## src/core/gac_consts.vh

```
`ifndef GAC_CONSTS_VH
`define GAC_CONSTS_VH

// Register byte addresses. Each register takes one aligned 32-bit word.
`define GAC_ADDR_W          6
`define GAC_OFS_CTRL_ONE    6'h00
`define GAC_OFS_TRIM_ONE    6'h04
`define GAC_OFS_CTRL_TWO    6'h08
`define GAC_OFS_TRIM_TWO    6'h0C

// Control register fields.
`define GAC_EN_BIT          15
`define GAC_PSEL_HI         13
`define GAC_PSEL_LO         11
`define GAC_NSEL_HI         10
`define GAC_NSEL_LO         8
`define GAC_GAIN_HI         2
`define GAC_GAIN_LO         0
`define GAC_CTRL_MASK       16'hBF07

// Calibration register fields.
`define GAC_TRIM_HI         5
`define GAC_TRIM_LO         0
`define GAC_TRIM_MASK       16'h003F

// Reset values.
`define GAC_CTRL_RST        16'h0000
`define GAC_TRIM_RST        16'h0000
`define GAC_TRIM_OUT_RST    6'h00
`define GAC_ADDR_RST        6'h00
`define GAC_DATA_RST        16'h0000
`define GAC_STRB_RST        2'h0
`define GAC_RDATA_RST       32'h00000000
`define GAC_RD_PAD          16'h0000

// Field codes.
`define GAC_PSEL_A          3'h0
`define GAC_PSEL_B          3'h1
`define GAC_PSEL_C          3'h2
`define GAC_NSEL_GND        3'h0
`define GAC_NSEL_REF        3'h1
`define GAC_NSEL_GND_ALT    3'h3
`define GAC_GAIN_4          3'h2
`define GAC_GAIN_64         3'h6

// Bus responses.
`define GAC_RESP_OKAY       2'h0
`define GAC_RESP_SLVERR     2'h2

`endif

```

## src/core/gac_axil_slave.v

```verilog
`default_nettype none
`include "gac_consts.vh"

// AXI4-Lite slave write front end: takes address and data in either order.
module gac_axil_slave
(
	input  wire        clk_sys_i,
	input  wire        srst_i,
	input  wire [5:0]  s_axi_awaddr_i,
	input  wire        s_axi_awvalid_i,
	output reg         s_axi_awready_o,
	input  wire [31:0] s_axi_wdata_i,
	input  wire [3:0]  s_axi_wstrb_i,
	input  wire        s_axi_wvalid_i,
	output reg         s_axi_wready_o,
	output reg  [1:0]  s_axi_bresp_o,
	output reg         s_axi_bvalid_o,
	input  wire        s_axi_bready_i,
	output reg         wr_go_o,
	output reg  [5:0]  wr_addr_o,
	output reg  [15:0] wr_data_o,
	output reg  [1:0]  wr_strb_o,
	input  wire        wr_hit_i
);

	reg aw_held_q;
	reg w_held_q;

	always @(posedge clk_sys_i)
	begin
		if (srst_i)
		begin
			s_axi_awready_o <= 1'b1;
			s_axi_wready_o  <= 1'b1;
			s_axi_bvalid_o  <= 1'b0;
			s_axi_bresp_o   <= `GAC_RESP_OKAY;
			aw_held_q       <= 1'b0;
			w_held_q        <= 1'b0;
			wr_go_o         <= 1'b0;
			wr_addr_o       <= `GAC_ADDR_RST;
			wr_data_o       <= `GAC_DATA_RST;
			wr_strb_o       <= `GAC_STRB_RST;
		end
		else
		begin
			wr_go_o <= 1'b0;
			if (s_axi_awvalid_i && s_axi_awready_o)
			begin
				wr_addr_o       <= s_axi_awaddr_i;
				aw_held_q       <= 1'b1;
				s_axi_awready_o <= 1'b0;
			end
			if (s_axi_wvalid_i && s_axi_wready_o)
			begin
				wr_data_o      <= s_axi_wdata_i[15:0];
				wr_strb_o      <= s_axi_wstrb_i[1:0];
				w_held_q       <= 1'b1;
				s_axi_wready_o <= 1'b0;
			end
			if (aw_held_q && w_held_q && !s_axi_bvalid_o && !wr_go_o)
				wr_go_o <= 1'b1;
			if (wr_go_o)
			begin
				s_axi_bvalid_o <= 1'b1;
				s_axi_bresp_o  <= wr_hit_i ? `GAC_RESP_OKAY : `GAC_RESP_SLVERR;
				aw_held_q      <= 1'b0;
				w_held_q       <= 1'b0;
			end
			if (s_axi_bvalid_o && s_axi_bready_i)
			begin
				s_axi_bvalid_o  <= 1'b0;
				s_axi_awready_o <= 1'b1;
				s_axi_wready_o  <= 1'b1;
			end
		end
	end

endmodule
`default_nettype wire

```

## src/core/gac_channel.v

```verilog
`default_nettype none
`include "gac_consts.vh"

// One amplifier channel: control and trim registers plus decoded analog controls.
module gac_channel
(
	input  wire        clk_sys_i,
	input  wire        srst_i,
	input  wire        ctrl_we_i,
	input  wire        trim_we_i,
	input  wire [15:0] wdata_i,
	input  wire [1:0]  wstrb_i,
	output wire [15:0] ctrl_o,
	output wire [15:0] trim_o,
	output reg         amp_enable_o,
	output reg  [2:0]  pos_input_sel_o,
	output reg         neg_ref_sel_o,
	output reg  [2:0]  gain_code_o,
	output reg  [5:0]  offset_trim_o
);

	reg  [15:0] ctrl_q;
	reg  [15:0] trim_q;
	wire [15:0] lane_mask;
	wire [15:0] ctrl_d;
	wire [15:0] trim_d;

	assign lane_mask = {{8{wstrb_i[1]}}, {8{wstrb_i[0]}}};
	assign ctrl_d = ((ctrl_q & ~lane_mask) | (wdata_i & lane_mask)) & `GAC_CTRL_MASK;
	assign trim_d = ((trim_q & ~lane_mask) | (wdata_i & lane_mask)) & `GAC_TRIM_MASK;

	always @(posedge clk_sys_i)
	begin
		if (srst_i)
		begin
			ctrl_q <= `GAC_CTRL_RST;
			trim_q <= `GAC_TRIM_RST;
		end
		else
		begin
			if (ctrl_we_i)
				ctrl_q <= ctrl_d;
			if (trim_we_i)
				trim_q <= trim_d;
		end
	end

	assign ctrl_o = ctrl_q;
	assign trim_o = trim_q;

	// Reserved codes are not passed on: the analog side sees a safe default
	// instead, so a stray write cannot drive an undefined mux setting.
	always @(posedge clk_sys_i)
	begin
		if (srst_i)
		begin
			amp_enable_o    <= 1'b0;
			pos_input_sel_o <= `GAC_PSEL_A;
			neg_ref_sel_o   <= 1'b0;
			gain_code_o     <= `GAC_GAIN_4;
			offset_trim_o   <= `GAC_TRIM_OUT_RST;
		end
		else
		begin
			amp_enable_o <= ctrl_q[`GAC_EN_BIT];
			if (ctrl_q[`GAC_PSEL_HI:`GAC_PSEL_LO] <= `GAC_PSEL_C)
				pos_input_sel_o <= ctrl_q[`GAC_PSEL_HI:`GAC_PSEL_LO];
			else
				pos_input_sel_o <= `GAC_PSEL_A;
			neg_ref_sel_o <= (ctrl_q[`GAC_NSEL_HI:`GAC_NSEL_LO] == `GAC_NSEL_REF);
			if (ctrl_q[`GAC_GAIN_HI:`GAC_GAIN_LO] >= `GAC_GAIN_4 &&
				ctrl_q[`GAC_GAIN_HI:`GAC_GAIN_LO] <= `GAC_GAIN_64)
				gain_code_o <= ctrl_q[`GAC_GAIN_HI:`GAC_GAIN_LO];
			else
				gain_code_o <= `GAC_GAIN_4;
			offset_trim_o <= trim_q[`GAC_TRIM_HI:`GAC_TRIM_LO];
		end
	end

endmodule
`default_nettype wire

```

## src/core/gac_regs_top.v

```verilog
`default_nettype none
`include "gac_consts.vh"

module gac_regs_top
(
	input  wire        clk_sys_i,
	input  wire        srst_i,
	input  wire [5:0]  s_axi_awaddr_i,
	input  wire [2:0]  s_axi_awprot_i,
	input  wire        s_axi_awvalid_i,
	output wire        s_axi_awready_o,
	input  wire [31:0] s_axi_wdata_i,
	input  wire [3:0]  s_axi_wstrb_i,
	input  wire        s_axi_wvalid_i,
	output wire        s_axi_wready_o,
	output wire [1:0]  s_axi_bresp_o,
	output wire        s_axi_bvalid_o,
	input  wire        s_axi_bready_i,
	input  wire [5:0]  s_axi_araddr_i,
	input  wire [2:0]  s_axi_arprot_i,
	input  wire        s_axi_arvalid_i,
	output reg         s_axi_arready_o,
	output reg  [31:0] s_axi_rdata_o,
	output reg  [1:0]  s_axi_rresp_o,
	output reg         s_axi_rvalid_o,
	input  wire        s_axi_rready_i,
	output wire [1:0]  amp_enable_o,
	output wire [5:0]  pos_input_sel_o,
	output wire [1:0]  neg_ref_sel_o,
	output wire [5:0]  gain_code_o,
	output wire [11:0] offset_trim_o
);

	// ----------------------------------------------------------------
	// Write path
	// ----------------------------------------------------------------
	wire        wr_go;
	wire [5:0]  wr_addr;
	wire [15:0] wr_data;
	wire [1:0]  wr_strb;
	reg         wr_hit;
	wire [15:0] ctrl_rd [0:1];
	wire [15:0] trim_rd [0:1];

	always @*
	begin
		case (wr_addr)
			`GAC_OFS_CTRL_ONE,
			`GAC_OFS_TRIM_ONE,
			`GAC_OFS_CTRL_TWO,
			`GAC_OFS_TRIM_TWO: wr_hit = 1'b1;
			default:           wr_hit = 1'b0;
		endcase
	end

	gac_axil_slave u_wr
	(
		.clk_sys_i       (clk_sys_i),
		.srst_i          (srst_i),
		.s_axi_awaddr_i  (s_axi_awaddr_i),
		.s_axi_awvalid_i (s_axi_awvalid_i),
		.s_axi_awready_o (s_axi_awready_o),
		.s_axi_wdata_i   (s_axi_wdata_i),
		.s_axi_wstrb_i   (s_axi_wstrb_i),
		.s_axi_wvalid_i  (s_axi_wvalid_i),
		.s_axi_wready_o  (s_axi_wready_o),
		.s_axi_bresp_o   (s_axi_bresp_o),
		.s_axi_bvalid_o  (s_axi_bvalid_o),
		.s_axi_bready_i  (s_axi_bready_i),
		.wr_go_o         (wr_go),
		.wr_addr_o       (wr_addr),
		.wr_data_o       (wr_data),
		.wr_strb_o       (wr_strb),
		.wr_hit_i        (wr_hit)
	);

	// ----------------------------------------------------------------
	// Channels
	// ----------------------------------------------------------------
	// two identical channels
	gac_channel u_ch_one
	(
		.clk_sys_i       (clk_sys_i),
		.srst_i          (srst_i),
		.ctrl_we_i       (wr_go && wr_addr == `GAC_OFS_CTRL_ONE),
		.trim_we_i       (wr_go && wr_addr == `GAC_OFS_TRIM_ONE),
		.wdata_i         (wr_data),
		.wstrb_i         (wr_strb),
		.ctrl_o          (ctrl_rd[0]),
		.trim_o          (trim_rd[0]),
		.amp_enable_o    (amp_enable_o[0]),
		.pos_input_sel_o (pos_input_sel_o[2:0]),
		.neg_ref_sel_o   (neg_ref_sel_o[0]),
		.gain_code_o     (gain_code_o[2:0]),
		.offset_trim_o   (offset_trim_o[5:0])
	);

	gac_channel u_ch_two
	(
		.clk_sys_i       (clk_sys_i),
		.srst_i          (srst_i),
		.ctrl_we_i       (wr_go && wr_addr == `GAC_OFS_CTRL_TWO),
		.trim_we_i       (wr_go && wr_addr == `GAC_OFS_TRIM_TWO),
		.wdata_i         (wr_data),
		.wstrb_i         (wr_strb),
		.ctrl_o          (ctrl_rd[1]),
		.trim_o          (trim_rd[1]),
		.amp_enable_o    (amp_enable_o[1]),
		.pos_input_sel_o (pos_input_sel_o[5:3]),
		.neg_ref_sel_o   (neg_ref_sel_o[1]),
		.gain_code_o     (gain_code_o[5:3]),
		.offset_trim_o   (offset_trim_o[11:6])
	);

	// ----------------------------------------------------------------
	// Read path
	// ----------------------------------------------------------------
	// Reads are not gated by the channel enable: software must be able to
	// verify the trim it loaded before it turns a channel on.
	reg [15:0] rd_val;
	reg        rd_hit;

	always @*
	begin
		rd_val = `GAC_DATA_RST;
		rd_hit = 1'b1;
		case (s_axi_araddr_i)
			`GAC_OFS_CTRL_ONE: rd_val = ctrl_rd[0];
			`GAC_OFS_TRIM_ONE: rd_val = trim_rd[0];
			`GAC_OFS_CTRL_TWO: rd_val = ctrl_rd[1];
			`GAC_OFS_TRIM_TWO: rd_val = trim_rd[1];
			default:           rd_hit = 1'b0;
		endcase
	end

	always @(posedge clk_sys_i)
	begin
		if (srst_i)
		begin
			s_axi_arready_o <= 1'b1;
			s_axi_rvalid_o  <= 1'b0;
			s_axi_rdata_o   <= `GAC_RDATA_RST;
			s_axi_rresp_o   <= `GAC_RESP_OKAY;
		end
		else if (s_axi_arvalid_i && s_axi_arready_o)
		begin
			s_axi_arready_o <= 1'b0;
			s_axi_rvalid_o  <= 1'b1;
			s_axi_rdata_o   <= {`GAC_RD_PAD, rd_val};
			s_axi_rresp_o   <= rd_hit ? `GAC_RESP_OKAY : `GAC_RESP_SLVERR;
		end
		else if (s_axi_rvalid_o && s_axi_rready_i)
		begin
			s_axi_rvalid_o  <= 1'b0;
			s_axi_arready_o <= 1'b1;
		end
	end

endmodule
`default_nettype wire

```

## config.mk

```make
export PLATFORM = sky130hd
export DESIGN_NAME = gac_regs_top
export DESIGN_NICKNAME = d
export VERILOG_FILES = /design/src/core/gac_axil_slave.v /design/src/core/gac_channel.v /design/src/core/gac_regs_top.v
export VERILOG_INCLUDE_DIRS = /design/src /design/src/core
export SDC_FILE = /design/constraint.sdc
export NUM_CORES = 1
export LEC_CHECK = 0
export BUFFER_PORTS_ARGS = -buffer_cell sky130_fd_sc_hd__buf_2
export CORE_ASPECT_RATIO = 1.5
export CORE_MARGIN = 4
export CORE_UTILIZATION = 34
export DETAILED_ROUTE_END_ITERATION = 16
export PLACE_DENSITY_LB_ADDON = 0.1
export SYNTH_ARGS = -nofsm -noshare
export SYNTH_HDL_FRONTEND = slang
export SYNTH_SLANG_ARGS = --single-unit
```

## constraint.sdc

```tcl
create_clock -name clk_sys_i -period 1.83 [get_ports clk_sys_i]
set_input_delay 0.366 -clock clk_sys_i [delete_from_list [all_inputs] [get_ports clk_sys_i]]
set_output_delay 0.366 -clock clk_sys_i [all_outputs]
set_load 0.005 [all_outputs]
```

# --- Word level (Yosys, flattened, before mapping) ---
# Cells that the tools add are included.
classes:
  n_mux: 10
  reduce_logical: 27
  bitwise_logic: 14
  n_lt_le_gt_ge: 6
  n_eq_ne: 8
ops:
  columns: ["operator", "n"]
  rows:
  - ["case mux 16 bit (4 select lines)", 1]
  - ["AND 16 bit", 3]
  - ["OR 16 bit", 2]
  - ["equality test 6 x 4 -> 1 bit (second input constant)", 4]
  - ["NOT 16 bit", 1]
  - ["logical AND 1 bit", 14]
  - ["AND 6 bit", 2]
  - ["equality test 6 x 3 -> 1 bit (second input constant)", 2]
  - ["logical NOT 6 bit", 2]
  - ["OR 6 bit", 2]
  - ["OR reduction 2 bit", 6]
  - ["OR reduction 4 bit", 2]
  - ["2-to-1 mux 1 bit", 7]
  - ["equality test 3 x 1 -> 1 bit (second input constant)", 2]
  - [">= comparator 3 x 2 -> 1 bit (second input constant)", 2]
  - ["less-or-equal comparator 3 x 2 -> 1 bit (second input constant)", 2]
  - ["less-or-equal comparator 3 bit (second input constant)", 2]
  - ["2-to-1 mux 2 bit", 2]
  - ["NOT 1 bit", 4]
  - ["logical NOT 1 bit", 2]
  - ["nonzero test 2 bit", 1]
totals:
  register_bits: 112

# --- Depth between registers and ports, before layout ---
depth:
  depth_word: 4
  depth_mapped: 5
  mapped_depth_nobuf: 3

# --- By module ---
# From an unflattened synthesis, not the netlist that was laid out.
hier_totals:
  hier_cells: 449
  hier_area_um2: 5031.1
by_module_without_submodules:
  columns: ["mod", "seq_area_each_um2", "area_per_inst_um2", "cells_per_inst", "instances"]
  rows:
  - ["gac_channel", 600.6, 1164.9, 111, 2]
  - ["gac_axil_slave", 620.6, 1512.7, 132, 1]
  - ["gac_regs_top", 380.4, 1188.6, 95, 1]

# --- Least setup slack after synthesis ---
# OpenSTA, ideal clock, no wires.
synth_path:
  path_type: "input to register"
  from: "in s_axi_araddr_i[5]"
  to: "reg s_axi_rdata_o[10]"
  stages: 3
  setup_slack_ns: 0.263
  setup_ns: 0.070
  t_arrival_ns: 1.496
  required_time_ns: 1.760
  cell_sequence: "or4_4 or4_1 a21oi_1"
synth_between:
  elab_chain_len: 2
  word_cells_on_any_way: 5
  cone_classes: "eq/ne (3); mux (1); reduce/logical (1)"
synth_rtl:
  columns: ["item", "line", "source"]
  rows:
  - ["start, declared", "gac_regs_top.v:19", "input wire [5:0] s_axi_araddr_i,"]
  - ["equality test 6 x 4 -> 1 bit, or another cell as far along", "gac_regs_top.v:127", "case (s_axi_araddr_i)"]
  - ["case mux 16 bit (4 select lines) *", "gac_regs_top.v:127", null]
  - ["end signal, assigned", "gac_regs_top.v:142", "s_axi_rdata_o <= `GAC_RDATA_RST;"]
  - ["end signal, assigned", "gac_regs_top.v:149", "s_axi_rdata_o <= {`GAC_RD_PAD, rd_val};"]
  - ["end, declared", "gac_regs_top.v:23", "output reg [31:0] s_axi_rdata_o,"]
# Mark *: on every way between the ends. The rest lies on a longest branch, timed or not.
# A chain may end at the register's enable or synchronous reset.

==> flow_summary.yaml <==
cts:
  cts_resized: 0
  clkSinkCount: 104
  max-clock-path-buffers: 2
  clk-insertion-delay-late_ns: 0.34
  clkTransAtPathRegs_ns: 0.07
  numCtsBuffers: 9
  cts_tree: "built"
  postCtsSetupRepairBufs: 0
  cts_htree_levels: 3
  ctsHoldBuffers: 0
  root_buffer: "clkbuf_16"
logic_synthesis:
  synth_edf_count: 0
  synth_top_area_share_pct: 51.98
  synthArstFlopShare_pct: 0
  synth_cell_type_count: 36
  yosysTopAreaCell: "dfxtp_1"
  avgSynthCellArea_um2: 9.228
  ys_top_cells_by_count: "dfxtp_1 (104), a21oi_1 (60), nand2_1 (53)"
  ys_seq_area_share_pct: 51.98
  ys_ff_latch: 104
  synth_most_common_cell: "dfxtp_1"
  synthTopCellsByArea: "dfxtp_1 (52%), a21oi_1 (7.5%), nand2_1 (5.0%)"
  synth_ff_type: "dfxtp_1"
  synthCells: 434
  yosys_warnings: 0
  netlist_area_um2: 4005
floorplanning:
  core_um2: 11530
  die_x_um: 96.62
  ios: 130
  dieArea_um2: 13620
  start_util_pct: 34.73
  rows: 48
  die_y_um: 140.9
cells_and_area:
  final_util_pct: 41.61
  regArea_um2: 2082
  fin_area_um2: 4798
  n_antenna_cell: 0
  multi_input_area_um2: 1663
  fin_cells: 662
  layout.nets: 568
  drive_above_1_share_pct: 23.44
  fill_cells: 1265
  syn_to_final_growth_pct: 19.81
sta:
  fin_ws_ns: 0.3602
  relSlewSlack_pct: 65.00
  whs_ns: 0.2291
  maxSlewViolCount: 0
  fmax_mhz: 680.4
  rsz0062_at_grt: "no"
  fin_skew_ns: 0.006807
  fin_crit_sh_pct: 80.32
  setup_violations: 0
  worstMarginPinSlew_ns: 0.5237
  hold_viol_final: 0
  totalNegativeSetupSlack_ns: 0
  min_period_ns: 1.470
global_routing:
  grt_pass1_vias: 2866
  grt_start_max_net_pins: 36
  antenna_found_initial: 0
  globalRouteTotalUtil_pct: 12.89
  grt_pass1_wl_um: 14320
  grt-ovfl-total: 0
power_and_ir_drop:
  pwr_density_cell_nw_per_um2: 945.1
  ir_drop_mv: 0.4023
  p_leak_nw: 2.108
  finalPower_mw: 4.535
route:
  first_iter_violations: 130
  wl_per_cell_um: 13.30
  drt.antenna.violating_nets: 0
  wl_um: 8802
  first_pass_iters: 5
  drc: 0
  via_per_inst: 4.668
  vias: 3090
placed_design:
  place_inst: 646
  placed_area_um2: 4501
  dp_hpwl_um: 6550
  post-place-ws_ns: 0.07762
  portBuffers: 81
  gp_routability_congestion: 0.7365
worst_setup_path:
  crit_required_ns: 2.05
  crit_family: "simple AND/OR/NAND/NOR gates"
  cp-start-kind: "register"
  crit_start: "u_wr.wr_addr_o[0]$_SDFFE_PP0P_"
  cp_max_fo: 20
  worstSetupPathType: "register to register"
  reg2reg_slack_ns: 0.36
  cp.arrival_ns: 1.69
  cp_num_buf_inv: 1
  rr_worst_depth: 4
  critPathMaxStageDelay_ns: 0.52
  critPathCaptureType: "register"
  critPathSlowestCell: "or4_1"
  path_cells: "or4_1 -> buf_4 -> o21ai_0 -> a21oi_1"
  worstReg2RegStart: "u_wr.wr_addr_o[0]$_SDFFE_PP0P_"
hold_path:
  hold-path-endpoint: "u_wr.s_axi_wready_o$_SDFFE_PP1P_"
  hold_depth: 2
  hp-start: "s_axi_wvalid_i"
  min_path_type: "primary input to register"
job:
  drv_cap: 0
run_status:
  status: "complete, no violations"
-- worst max path at each step --
stage,endpoint,slack (ns),depth (start not counted)
6_report,register,0.36,4
5_1_grt,register,0.23,4
3_5_place_dp,s_axi_rdata_o[10]$_SDFFE_PP0P_,0.08,4
3_3_place_gp,s_axi_rdata_o[12]$_SDFFE_PP0P_,0.09,4
4_1_cts,register,0.35,4
2_1_floorplan,s_axi_rdata_o[10]$_SDFFE_PP0P_,0.26,3
-- area by class of cell --
class / instances / area share [%]
multi-input cells: 284 / 34.65
clock inverters: 6 / 1.226
inverters: 14 / 1.095
well taps: 150 / 3.911
repair buffers: 94 / 10.74
flip-flops and latches: 104 / 43.39
clock buffers: 10 / 4.980
-- layout by cell type (no fill, tap or decap), types with 2 or more instances in the layout --
| cell | instances |
|---|---|
| dfxtp_1 | 104 |
| buf_2 | 81 |
| a21oi_1 | 60 |
| nand2_1 | 53 |
| nand3_1 | 29 |
| conb_1 | 23 |
| o21ai_0 | 22 |
| nand2b_1 | 21 |
| mux2i_1 | 19 |
| inv_1 | 14 |
| buf_4 | 12 |
| clkbuf_16 | 9 |
| or4_1 | 8 |
| nor4b_1 | 6 |
| nand4_1 | 4 |
| clkinv_2 | 4 |
| and2_1 | 3 |
| nand4b_1 | 3 |
| nor2_1 | 3 |
| mux2_2 | 3 |
| mux4_2 | 3 |
| or2_2 | 2 |
| xnor2_1 | 2 |
| nor3b_1 | 2 |
| nor4bb_1 | 2 |
| or4bb_1 | 2 |
| nor2b_1 | 2 |
| nor3_1 | 2 |
| nor4_1 | 2 |
| a211oi_1 | 2 |
| and4b_1 | 2 |
-- power by group --
group	leakage, nW	total [mW]	switching (mW)	internal [mW]
registers	0.844	2.35	0.0416	2.31
logic	1.11	0.283	0.173	0.110
clock network	0.152	1.90	0.813	1.09
-- routing by layer --
| layer | up-vias | routed length (um) | global-route usage [%] | part of all wire, % |
|---|---|---|---|---|
| met3 | 10 | 453 | 3.168 | 5.1 |
| li1 | 1595 | - | - | - |
| met2 | 86 | 4198 | 20.85 | 48 |
| met1 | 1399 | 4029 | 16.35 | 46 |
| met5 | - | 0 | 0 | 0 |
| met4 | 0 | 121 | 5.547 | 1.4 |
-- cell families (layout without fill, tap and decap cells) --
family,Yosys count,count (layout),synth area share (%)
AOI/OAI and AO/OA,86,86,11.00
xor gates and xnor gates,2,2,0.4374
buffers and inverters,68,124,8.778
DFF,104,104,51.98
muxes,25,25,7.279
other,1,23,0.09363
and+or+nand+nor,148,148,20.43
(Power assumes the default switching activity.)
